<file path="src/gpio_pkg.sv">
// Shared constants for the dual pin group and sleep indicator block
package gpio_pkg;
  // ----------------------------------------
  // Register offsets
  // ----------------------------------------
  localparam logic [7:0] ADDR_GROUP_ACTIVATE = 8'h30;
  localparam logic [7:0] ADDR_ONE_DIRECTION = 8'he0;
  localparam logic [7:0] ADDR_ONE_PIN_DATA = 8'he1;
  localparam logic [7:0] ADDR_ONE_POLARITY = 8'he2;
  localparam logic [7:0] ADDR_ONE_EDGE_EVENTS = 8'he3;
  localparam logic [7:0] ADDR_TWO_DIRECTION = 8'he4;
  localparam logic [7:0] ADDR_TWO_PIN_DATA = 8'he5;
  localparam logic [7:0] ADDR_TWO_POLARITY = 8'he6;
  localparam logic [7:0] ADDR_TWO_EDGE_EVENTS = 8'he7;
  localparam logic [7:0] ADDR_SLEEP_INDICATOR_MODE = 8'hf3;
  localparam logic [7:0] ADDR_IRQ_STATUS = 8'hf8;
  localparam logic [7:0] ADDR_IRQ_CLEAR = 8'hf9;
  localparam logic [7:0] ADDR_IRQ_ENABLE = 8'hfa;
  // ----------------------------------------
  // Widths, fields and reset values
  // ----------------------------------------
  localparam int GROUP_ONE_WIDTH = 8;
  localparam int GROUP_TWO_WIDTH = 5;
  localparam int ACTIVATE_ONE_BIT = 0;
  localparam int ACTIVATE_TWO_BIT = 1;
  localparam int LED_MODE_LSB = 6;
  localparam int IRQ_ONE_BIT = 0;
  localparam int IRQ_TWO_BIT = 1;
  localparam logic [1:0] ACTIVATE_RESET = 2'h3;
  localparam logic [7:0] DIRECTION_RESET = 8'hff;
  localparam logic [7:0] PIN_DATA_RESET = 8'h00;
  localparam logic [7:0] POLARITY_RESET = 8'h00;
  localparam logic [7:0] EVENTS_RESET = 8'h00;
  localparam logic [1:0] LED_MODE_RESET = 2'h0;
  localparam logic [1:0] LED_MODE_LOW = 2'h0;
  localparam logic [1:0] LED_MODE_FLOAT = 2'h1;
  localparam logic [1:0] LED_MODE_FAST = 2'h2;
  localparam logic [1:0] LED_MODE_SLOW = 2'h3;
  // ----------------------------------------
  // Timing
  // ----------------------------------------
  localparam int CLOCK_PERIOD_NS = 100;
  localparam int LED_FAST_HALF_NS = 500_000_000;
  localparam int LED_SLOW_HALF_NS = 2_000_000_000;
  localparam int LED_FAST_HALF_CYCLES = LED_FAST_HALF_NS / CLOCK_PERIOD_NS;
  localparam int LED_SLOW_RATIO = LED_SLOW_HALF_NS / LED_FAST_HALF_NS;
  localparam logic [1:0] EDGE_WARMUP_CYCLES = 2'h3;
endpackage

</file>
<file path="src/group_if.sv">
// Configuration and sampled state passed between register file and one pin group
`timescale 1ns/10ps
interface group_if #(parameter int W = 8);
  logic active;
  logic [W-1:0] dir;
  logic [W-1:0] data;
  logic [W-1:0] polarity;
  logic [W-1:0] level;
  logic [W-1:0] event_hit;
  modport regs (output active, output dir, output data, output polarity,
    input level, input event_hit);
  modport pins (input active, input dir, input data, input polarity,
    output level, output event_hit);
endinterface

</file>
<file path="src/pin_group.sv">
// One pin group: input synchroniser, edge finder and registered pin drive
`timescale 1ns/10ps
module pin_group #(parameter int W = 8)
(
  input wire logic clock,
  input wire logic rst,
  input wire logic [W-1:0] pins_in,
  output logic [W-1:0] pins_out,
  output logic [W-1:0] pins_oe,
  group_if.pins g
);
  typedef struct packed {
    logic [W-1:0] sync_first;
    logic [W-1:0] sync_second;
    logic [W-1:0] prev;
    logic [W-1:0] hit;
    logic [W-1:0] drive;
    logic [W-1:0] enable;
    logic [1:0] warm;
  } pin_state_t;
  pin_state_t s;
  pin_state_t next_s;
  always_comb
  begin
    next_s = s;
    next_s.sync_first = pins_in;
    next_s.sync_second = s.sync_first;
    next_s.prev = s.sync_second;
    // Hold off edge capture until the synchroniser holds real pin levels
    if (s.warm != gpio_pkg::EDGE_WARMUP_CYCLES)
      next_s.warm = s.warm + 2'h1;
    next_s.hit = (s.warm == gpio_pkg::EDGE_WARMUP_CYCLES) ?
      ((s.sync_second ^ s.prev) & g.dir & {W{g.active}}) : '0;
    next_s.drive = g.data ^ g.polarity;
    next_s.enable = ~g.dir & {W{g.active}};
  end
  always_ff @(posedge clock or posedge rst)
  begin
    if (rst)
      s <= '0;
    else
      s <= next_s;
  end
  assign g.level = s.sync_second;
  assign g.event_hit = s.hit;
  assign pins_out = s.drive;
  assign pins_oe = s.enable;
endmodule

</file>
<file path="src/led_blinker.sv">
// Sleep indicator driver: low, floating or divided-down square wave
`timescale 1ns/10ps
module led_blinker #(parameter int HALF_CYCLES = gpio_pkg::LED_FAST_HALF_CYCLES)
(
  input wire logic clock,
  input wire logic rst,
  input wire logic [1:0] mode,
  output logic led_out,
  output logic led_oe
);
  localparam int CW = $clog2(HALF_CYCLES + 1);
  typedef struct packed {
    logic [CW-1:0] count;
    logic [1:0] sub;
    logic fast;
    logic slow;
    logic out;
    logic oe;
  } led_state_t;
  led_state_t s;
  led_state_t next_s;
  always_comb
  begin
    next_s = s;
    // Free-running reference so the wave phase does not depend on mode writes
    if (s.count == CW'(HALF_CYCLES - 1))
    begin
      next_s.count = '0;
      next_s.fast = ~s.fast;
      next_s.sub = s.sub + 2'h1;
      if (s.sub == 2'(gpio_pkg::LED_SLOW_RATIO - 1))
      begin
        next_s.sub = 2'h0;
        next_s.slow = ~s.slow;
      end
    end
    else
      next_s.count = s.count + CW'(1);
    unique case (mode)
      gpio_pkg::LED_MODE_LOW:
      begin
        next_s.out = 1'b0;
        next_s.oe = 1'b1;
      end
      gpio_pkg::LED_MODE_FLOAT:
      begin
        next_s.out = 1'b0;
        next_s.oe = 1'b0;
      end
      gpio_pkg::LED_MODE_FAST:
      begin
        next_s.out = next_s.fast;
        next_s.oe = 1'b1;
      end
      gpio_pkg::LED_MODE_SLOW:
      begin
        next_s.out = next_s.slow;
        next_s.oe = 1'b1;
      end
    endcase
  end
  always_ff @(posedge clock or posedge rst)
  begin
    if (rst)
      s <= '0;
    else
      s <= next_s;
  end
  assign led_out = s.out;
  assign led_oe = s.oe;
endmodule

</file>
<file path="src/dual_gpio_group_with_sleep_led.sv">
// Top: register file for two pin groups, edge events, interrupt and sleep LED
//
// Notes on behaviour
// - Each pin group has an activate bit, bit 1 for the second and bit 0 for the first, both set at reset.
// - Every pin has a direction bit where 0 is output and 1 is input, all reset to input.
// - Data bits of output pins are written and read back by software and drive the pins, reset zero.
// - Data bits of input pins read the pin state and ignore writes.
// - A polarity bit per pin, reset 0, makes data and pin level complements when set.
// - First group event bits 7 to 0 set on a rising or falling edge of the matching pin, only while it is an input and its group is active.
// - Second group uses event bits 4 to 0 only, one per pin in order.
// - Reading an event register returns the flags and clears those read; the registers reset to zero.
// - LED mode bits 7 to 6 choose low drive for 00 and floating for 01, reset 00, bits 5 to 0 reserved.
// - LED mode 10 gives a 1 Hz square wave with equal high and low times.
// - LED mode 11 gives a square wave of 4 s period at 50 percent duty.
//
// Strobed register access is this design's own decision.
`timescale 1ns/10ps
module dual_gpio_group_with_sleep_led #(
  parameter int LED_HALF_CYCLES = gpio_pkg::LED_FAST_HALF_CYCLES
)
(
  input wire logic clock,
  input wire logic rst,
  input wire logic [7:0] addr,
  input wire logic [7:0] wdata,
  input wire logic wr,
  input wire logic rd,
  output logic [7:0] rdata,
  input wire logic [gpio_pkg::GROUP_ONE_WIDTH-1:0] first_group_pins_in,
  output logic [gpio_pkg::GROUP_ONE_WIDTH-1:0] first_group_pins_out,
  output logic [gpio_pkg::GROUP_ONE_WIDTH-1:0] first_group_pins_oe,
  input wire logic [gpio_pkg::GROUP_TWO_WIDTH-1:0] second_group_pins_in,
  output logic [gpio_pkg::GROUP_TWO_WIDTH-1:0] second_group_pins_out,
  output logic [gpio_pkg::GROUP_TWO_WIDTH-1:0] second_group_pins_oe,
  output logic sleep_indicator_led_out,
  output logic sleep_indicator_led_oe,
  output logic irq
);
  localparam int W1 = gpio_pkg::GROUP_ONE_WIDTH;
  localparam int W2 = gpio_pkg::GROUP_TWO_WIDTH;

  // ----------------------------------------
  // State
  // ----------------------------------------
  typedef struct packed {
    logic [1:0] activate;
    logic [W1-1:0] one_dir;
    logic [W1-1:0] one_data;
    logic [W1-1:0] one_pol;
    logic [W1-1:0] one_events;
    logic [W2-1:0] two_dir;
    logic [W2-1:0] two_data;
    logic [W2-1:0] two_pol;
    logic [W2-1:0] two_events;
    logic [1:0] led_mode;
    logic [1:0] irq_status;
    logic [1:0] irq_enable;
    logic [7:0] rdata;
    logic irq;
  } top_state_t;

  top_state_t s;
  top_state_t next_s;

  group_if #(.W(W1)) grp_one ();
  group_if #(.W(W2)) grp_two ();

  // ----------------------------------------
  // Helpers
  // ----------------------------------------
  // Only bits whose pin is an output take the written value
  function automatic logic [7:0] merge_write(input logic [7:0] dir, input logic [7:0] old,
                                             input logic [7:0] wval);
    merge_write = (old & dir) | (wval & ~dir);
  endfunction

  // Inputs read the pin through the polarity, outputs read back the stored bit
  function automatic logic [7:0] read_data(input logic [7:0] dir, input logic [7:0] stored,
                                           input logic [7:0] level, input logic [7:0] pol);
    read_data = (dir & (level ^ pol)) | (~dir & stored);
  endfunction

  // Flags set in the same cycle as a clearing read survive the clear
  function automatic logic [7:0] sticky(input logic [7:0] old, input logic [7:0] clr,
                                        input logic [7:0] hit);
    sticky = (old & ~clr) | hit;
  endfunction

  // ----------------------------------------
  // Next state
  // ----------------------------------------
  always_comb
  begin
    logic [7:0] one_clear;
    logic [7:0] two_clear;
    logic [1:0] irq_hits;
    logic [1:0] irq_wclear;
    one_clear = 8'h00;
    two_clear = 8'h00;
    irq_hits = 2'h0;
    irq_wclear = 2'h0;
    next_s = s;
    next_s.rdata = 8'h00;

    if (wr)
    begin
      unique case (addr)
        gpio_pkg::ADDR_GROUP_ACTIVATE:
          next_s.activate = wdata[1:0];
        gpio_pkg::ADDR_ONE_DIRECTION:
          next_s.one_dir = wdata;
        gpio_pkg::ADDR_ONE_PIN_DATA:
          next_s.one_data = merge_write(s.one_dir, s.one_data, wdata);
        gpio_pkg::ADDR_ONE_POLARITY:
          next_s.one_pol = wdata;
        gpio_pkg::ADDR_TWO_DIRECTION:
          next_s.two_dir = wdata[W2-1:0];
        gpio_pkg::ADDR_TWO_PIN_DATA:
        begin
          next_s.two_data = W2'(merge_write({3'h0, s.two_dir}, {3'h0, s.two_data},
                                            wdata));
        end
        gpio_pkg::ADDR_TWO_POLARITY:
          next_s.two_pol = wdata[W2-1:0];
        gpio_pkg::ADDR_SLEEP_INDICATOR_MODE:
          next_s.led_mode = wdata[gpio_pkg::LED_MODE_LSB +: 2];
        gpio_pkg::ADDR_IRQ_CLEAR:
          irq_wclear = wdata[1:0];
        gpio_pkg::ADDR_IRQ_ENABLE:
          next_s.irq_enable = wdata[1:0];
        default:
          next_s.activate = s.activate;
      endcase
    end

    if (rd)
    begin
      unique case (addr)
        gpio_pkg::ADDR_GROUP_ACTIVATE:
          next_s.rdata = {6'h00, s.activate};
        gpio_pkg::ADDR_ONE_DIRECTION:
          next_s.rdata = s.one_dir;
        gpio_pkg::ADDR_ONE_PIN_DATA:
          next_s.rdata = read_data(s.one_dir, s.one_data, grp_one.level, s.one_pol);
        gpio_pkg::ADDR_ONE_POLARITY:
          next_s.rdata = s.one_pol;
        gpio_pkg::ADDR_ONE_EDGE_EVENTS:
        begin
          next_s.rdata = s.one_events;
          one_clear = s.one_events;
        end
        gpio_pkg::ADDR_TWO_DIRECTION:
          next_s.rdata = {3'h0, s.two_dir};
        gpio_pkg::ADDR_TWO_PIN_DATA:
        begin
          next_s.rdata = read_data({3'h0, s.two_dir}, {3'h0, s.two_data},
                                   {3'h0, grp_two.level}, {3'h0, s.two_pol});
        end
        gpio_pkg::ADDR_TWO_POLARITY:
          next_s.rdata = {3'h0, s.two_pol};
        gpio_pkg::ADDR_TWO_EDGE_EVENTS:
        begin
          next_s.rdata = {3'h0, s.two_events};
          two_clear = {3'h0, s.two_events};
        end
        gpio_pkg::ADDR_SLEEP_INDICATOR_MODE:
          next_s.rdata = {s.led_mode, 6'h00};
        gpio_pkg::ADDR_IRQ_STATUS:
          next_s.rdata = {6'h00, s.irq_status};
        gpio_pkg::ADDR_IRQ_ENABLE:
          next_s.rdata = {6'h00, s.irq_enable};
        default:
          next_s.rdata = 8'h00;
      endcase
    end

    // ----------------------------------------
    // Edge events and interrupt
    // ----------------------------------------
    next_s.one_events = sticky(s.one_events, one_clear, grp_one.event_hit);
    next_s.two_events = W2'(sticky({3'h0, s.two_events}, two_clear,
                                   {3'h0, grp_two.event_hit}));
    irq_hits[gpio_pkg::IRQ_ONE_BIT] = |grp_one.event_hit;
    irq_hits[gpio_pkg::IRQ_TWO_BIT] = |grp_two.event_hit;
    next_s.irq_status = (s.irq_status & ~irq_wclear) | irq_hits;
    next_s.irq = |(next_s.irq_status & next_s.irq_enable);
  end

  always_ff @(posedge clock or posedge rst)
  begin
    if (rst)
    begin
      s <= '0;
      s.activate <= gpio_pkg::ACTIVATE_RESET;
      s.one_dir <= gpio_pkg::DIRECTION_RESET;
      s.two_dir <= gpio_pkg::DIRECTION_RESET[W2-1:0];
      s.one_data <= gpio_pkg::PIN_DATA_RESET;
      s.two_data <= gpio_pkg::PIN_DATA_RESET[W2-1:0];
      s.one_pol <= gpio_pkg::POLARITY_RESET;
      s.two_pol <= gpio_pkg::POLARITY_RESET[W2-1:0];
      s.one_events <= gpio_pkg::EVENTS_RESET;
      s.two_events <= gpio_pkg::EVENTS_RESET[W2-1:0];
      s.led_mode <= gpio_pkg::LED_MODE_RESET;
    end
    else
      s <= next_s;
  end

  // ----------------------------------------
  // Group wiring
  // ----------------------------------------
  assign grp_one.active = s.activate[gpio_pkg::ACTIVATE_ONE_BIT];
  assign grp_one.dir = s.one_dir;
  assign grp_one.data = s.one_data;
  assign grp_one.polarity = s.one_pol;
  assign grp_two.active = s.activate[gpio_pkg::ACTIVATE_TWO_BIT];
  assign grp_two.dir = s.two_dir;
  assign grp_two.data = s.two_data;
  assign grp_two.polarity = s.two_pol;

  pin_group #(.W(W1)) u_group_one (
    .clock(clock),
    .rst(rst),
    .pins_in(first_group_pins_in),
    .pins_out(first_group_pins_out),
    .pins_oe(first_group_pins_oe),
    .g(grp_one)
  );

  pin_group #(.W(W2)) u_group_two (
    .clock(clock),
    .rst(rst),
    .pins_in(second_group_pins_in),
    .pins_out(second_group_pins_out),
    .pins_oe(second_group_pins_oe),
    .g(grp_two)
  );

  led_blinker #(.HALF_CYCLES(LED_HALF_CYCLES)) u_led (
    .clock(clock),
    .rst(rst),
    .mode(s.led_mode),
    .led_out(sleep_indicator_led_out),
    .led_oe(sleep_indicator_led_oe)
  );

  assign rdata = s.rdata;
  assign irq = s.irq;
endmodule

</file>
<file path="config.mk">
export PLATFORM = sky130hd
export DESIGN_NAME = dual_gpio_group_with_sleep_led
export DESIGN_NICKNAME = d
export VERILOG_FILES = /design/src/gpio_pkg.sv /design/src/group_if.sv /design/src/pin_group.sv /design/src/led_blinker.sv /design/src/dual_gpio_group_with_sleep_led.sv
export SDC_FILE = /design/constraint.sdc
export NUM_CORES = 1
export LEC_CHECK = 0
export ABC_AREA = 1
export BUFFER_PORTS_ARGS = -buffer_cell sky130_fd_sc_hd__buf_2
export CAP_MARGIN = 5
export CORE_MARGIN = 8
export CORE_UTILIZATION = 52
export CTS_BUF_LIST = sky130_fd_sc_hd__clkbuf_2
export DETAILED_ROUTE_END_ITERATION = 16
export GPL_TIMING_DRIVEN = 0
export HOLD_SLACK_MARGIN = 0.12
export PLACE_DENSITY = 0.77
export SLEW_MARGIN = 20
export SYNTH_ARGS = -nofsm -noshare
export SYNTH_HDL_FRONTEND = slang
export SYNTH_SLANG_ARGS = --single-unit
</file>
<file path="constraint.sdc">
create_clock -name clock -period 6.9 [get_ports clock]
set_input_delay 1.035 -clock clock [delete_from_list [all_inputs] [get_ports clock]]
set_output_delay 1.035 -clock clock [all_outputs]
set_load 0.01 [all_outputs]
</file>
==> flow_summary.html <==
<table>
<tr><th>Metric</th><th>Value</th></tr>
<tr><th colspan="2">Outcome</th></tr>
<tr><td>Outcome</td><td>completed</td></tr>
<tr><th colspan="2">Timing</th></tr>
<tr><td>Fin crit share</td><td>0.3606</td></tr>
<tr><td>Setup tns final</td><td>0 ns</td></tr>
<tr><td>Hold slack</td><td>around 0.26 ns</td></tr>
<tr><td>FMAX</td><td>401.9 MHz</td></tr>
<tr><td>Tightest slew margin relative to the limit</td><td>0.6445</td></tr>
<tr><td>Post-Route Skew</td><td>approximately 0.052 ns</td></tr>
<tr><td>Shortest clock period the worst path allows after layout</td><td>2.488 ns</td></tr>
<tr><td>Transition time at the pin with the least slew margin</td><td>roughly 0.53 ns</td></tr>
<tr><td>Final slew viol count</td><td>0</td></tr>
<tr><td>Final setup fails</td><td>0</td></tr>
<tr><td>Unrepaired setup endpoints after global routing</td><td>false</td></tr>
<tr><td>Final hold violations</td><td>0</td></tr>
<tr><td>Final Worst Setup Slack</td><td>between 4 and 5 ns</td></tr>
<tr><th colspan="2">Critical path</th></tr>
<tr><td>CP Class</td><td>flip-flop to output pin</td></tr>
<tr><td>Worst-path fanout max</td><td>1</td></tr>
<tr><td>Worst path arrival time</td><td>around 1.5 ns</td></tr>
<tr><td>Startpoint type of the worst setup path</td><td>flip-flop</td></tr>
<tr><td>Endpoint kind of the worst setup timing path</td><td>output pin</td></tr>
<tr><td>Required time reported for the critical path endpoint</td><td>around 5.9 ns</td></tr>
<tr><td>FF-to-FF setup slack</td><td>5.23 ns</td></tr>
<tr><th colspan="2">GRT</th></tr>
<tr><td>Total global-route track usage</td><td>0.1782</td></tr>
<tr><td>Maximum number of pins on one net before global-route repair</td><td>between 100 and 150</td></tr>
<tr><td>Initial antenna violation count</td><td>1</td></tr>
<tr><td>Number of global-route vias before repair</td><td>between 5000 and 6000</td></tr>
<tr><td>Remaining global-route overflow</td><td>0</td></tr>
<tr><td>Wire length of the first global-routing pass</td><td>27.57 mm</td></tr>
<tr><th colspan="2">Synthesis</th></tr>
<tr><td>Post-synth net total</td><td>885</td></tr>
<tr><td>Synthesis warning total</td><td>0</td></tr>
<tr><td>Average instance area after synthesis</td><td>just over 9 µm²</td></tr>
<tr><td>Post-synth EDFFs</td><td>0</td></tr>
<tr><td>Cell variety after synth</td><td>35</td></tr>
<tr><td>Post-Synthesis Cell Area</td><td>around 7900 µm²</td></tr>
<tr><td>Proportion of synthesized chip area in sequential cells</td><td>0.5725</td></tr>
<tr><td>Post-Syn Instances</td><td>between 800 and 900</td></tr>
<tr><td>Primary flip-flop cell chosen by synthesis mapping</td><td>dfrtp_1</td></tr>
<tr><td>Fraction of synthesis flops using an asynchronous set or reset pin</td><td>1.000</td></tr>
<tr><td>Synthesis-stage register bit count</td><td>180</td></tr>
<tr><th colspan="2">Detailed routing</th></tr>
<tr><td>DRC violation total after the first TritonRoute iteration</td><td>approximately 500</td></tr>
<tr><td>Number of iterations in the first detailed-routing pass</td><td>5</td></tr>
<tr><td>Post-detailed-route via-to-cell ratio</td><td>5.060</td></tr>
<tr><td>Remaining DRCs</td><td>0</td></tr>
<tr><td>Routed wire length per instance</td><td>between 10 and 15 µm</td></tr>
<tr><td>Antenna-violating nets left</td><td>0</td></tr>
<tr><td>Via total after detailed routing</td><td>approximately 5800</td></tr>
<tr><td>Total Routed Length</td><td>between 15 and 20 mm</td></tr>
<tr><th colspan="2">Final layout</th></tr>
<tr><td>Most frequent cells in the layout</td><td>nand2_1, dfrtp_1, inv_1</td></tr>
<tr><td>Most frequent standard cell in the layout excluding fill and tap cells</td><td>nand2_1</td></tr>
<tr><td>End-of-flow core utilization</td><td>0.5843</td></tr>
<tr><td>Area of all sequential standard cells</td><td>about 4500 µm²</td></tr>
<tr><td>Area of the multi-input gates</td><td>2655 µm²</td></tr>
<tr><td>Final layout net count</td><td>between 900 and 1000</td></tr>
<tr><td>Layout filler cell count</td><td>1334</td></tr>
<tr><td>Share of layout cells above drive strength 1</td><td>0.2181</td></tr>
<tr><td>Layout overhead on the synthesized area</td><td>11.18%</td></tr>
<tr><td>Final cell count without fillers</td><td>1138</td></tr>
<tr><td>Non-Filler Cell Area, Final</td><td>roughly 8800 µm²</td></tr>
<tr><th colspan="2">Placement</th></tr>
<tr><td>Setup Slack @ Placement</td><td>4.436 ns</td></tr>
<tr><td>RD Place Congestion</td><td>about 0.9</td></tr>
<tr><td>Total instance count after detailed placement</td><td>around 1100</td></tr>
<tr><td>Post-DP Area</td><td>8511 µm²</td></tr>
<tr><td>HPWL Detailed</td><td>approximately 12 mm</td></tr>
<tr><td>Number of buffers added on ports</td><td>68</td></tr>
<tr><th colspan="2">Floorplan</th></tr>
<tr><td>Initial standard-cell utilization of the core</td><td>0.5255</td></tr>
<tr><td>Count of boundary I/O pins</td><td>70</td></tr>
<tr><td>Area of the die</td><td>between 15000 and 20000 µm²</td></tr>
<tr><td>Placement Rows</td><td>45</td></tr>
<tr><td>Standard cell core area</td><td>15030 µm²</td></tr>
<tr><td>Die extent in x</td><td>around 140 µm</td></tr>
<tr><td>Height of the die</td><td>around 140 µm</td></tr>
<tr><th colspan="2">Clock network</th></tr>
<tr><td>Clock-pin slew on the worst setup and hold paths</td><td>approximately 0.27 ns</td></tr>
<tr><td>H-tree levels</td><td>4</td></tr>
<tr><td>CTS tree</td><td>done</td></tr>
<tr><td>Number of sinks driven by the clock tree</td><td>180</td></tr>
<tr><td>Post-cts gate resize count</td><td>0</td></tr>
<tr><td>Post-CTS Repair Setup Buffers</td><td>0</td></tr>
<tr><td>Num CTS Buffers</td><td>17</td></tr>
<tr><td>Clock network latency to the later pin of the worst-skew pair</td><td>0.77 ns</td></tr>
<tr><td>Cell chosen for the clock root</td><td>clkbuf_2</td></tr>
<tr><td>CTS Buffer Depth</td><td>2</td></tr>
<tr><td>Number of buffers added to fix hold violations after cts</td><td>0</td></tr>
<tr><th colspan="2">Min path</th></tr>
<tr><td>Path category of the worst min-delay check</td><td>primary input to async pin</td></tr>
<tr><th colspan="2">Power</th></tr>
<tr><td>Total power per unit cell area</td><td>~220 nW/µm²</td></tr>
<tr><td>Power, Total</td><td>between 1.5 and 2 mW</td></tr>
<tr><td>Worst voltage drop across the vdd grid</td><td>about 150 µV</td></tr>
<tr><td>Leakage power of the design</td><td>4.431 nW</td></tr>
<tr><th colspan="2">Job</th></tr>
<tr><td>Max-cap violation count</td><td>0</td></tr>
</table>
[final cells by class]
type,count,area share
inverters,107,0.04658
multi-input cells,520,0.3023
clock buffers,20,0.01140
repair buffers,69,0.04188
plain buffers,41,0.03647
well taps,188,0.02678
diodes,1,0.0002849
flip-flops and latches,180,0.5150
clock inverters,12,0.01937
[cell usage after synthesis (8+ instances only)]
cell / number / area share
nor3_1: 19 / 0.012
o21ai_1: 14 / 0.0089
o21ai_0: 51 / 0.032
inv_2: 9 / 0.0043
nand3_1: 47 / 0.030
nand4_1: 10 / 0.0079
a31oi_1: 13 / 0.010
inv_1: 97 / 0.046
a21oi_1: 23 / 0.015
xnor2_1: 19 / 0.021
dfrtp_1: 165 / 0.52
nand2_1: 170 / 0.081
buf_4: 36 / 0.034
xor2_1: 17 / 0.019
nor2_1: 81 / 0.038
o21ai_2: 8 / 0.0089
dfstp_2: 15 / 0.050
nor2_2: 9 / 0.0071
[sequential cells by signal, indices dropped and copies added, names as in the netlist, 7 cells and up, named ones only]
register / count
u_group_one.pins_out: 8
u_group_one.g.event_hit: 8
u_group_two.s: 7
u_led.s: 27
u_group_one.s: 10
u_group_one.g.level: 8
u_group_one.next_s: 8
grp_one.dir: 8
s: 19
u_group_one.pins_oe: 8
rdata: 8
grp_one.polarity: 8
[cell families after synthesis]
kind of cell | Yosys count | synth area share
AO/OA/AOI/OAI | 117 | 0.08236
AND/OR/NAND/NOR | 361 | 0.2046
flip-flops | 180 | 0.5725
buffers and inverters | 148 | 0.09138
multiplexers | 2 | 0.002851
XOR/XNOR | 36 | 0.03991
adder cells (fa/ha/maj) | 4 | 0.006335
[power by group]
part / switching [mW] / internal [mW] / total (mW)
Clock: 0.377 / 0.217 / 0.594
Combinational: 0.0952 / 0.0647 / 0.160
Sequential: 0.0323 / 1.11 / 1.14
[critical path, stage by stage, from the launching register on]
cell	delay, ns
dfrtp_1	0.44
buf_4	0.12
buf_2	0.13
[path summary, 6_finish.rpt]
check | start | endpoint | cells past startpoint
worst max-delay path | u_group_two.pins_oe[3] | second_group_pins_oe[3] | 2
worst min-delay path | rst | async pin | 2
worst max register to register | u_led.s[6] | u_led.led_out | 10
worst min register to register | u_group_two.next_s[23] | u_group_two.g.level[1] | 0
max in group asynchronous | rst | grp_one.dir[7] | 3
min in group clock | first_group_pins_in[6] | u_group_one.next_s[40] | 1
[per-layer routing]
metal | GRT usage | share of wire | up-vias
met4 | 0.05893 | 0.017 | 0
li1 | - | - | 2848
met1 | 0.2368 | 0.46 | 2739
met3 | 0.04138 | 0.047 | 20
met5 | 0 | 0 | -
met2 | 0.2834 | 0.47 | 151
(Power assumes the default switching activity.)
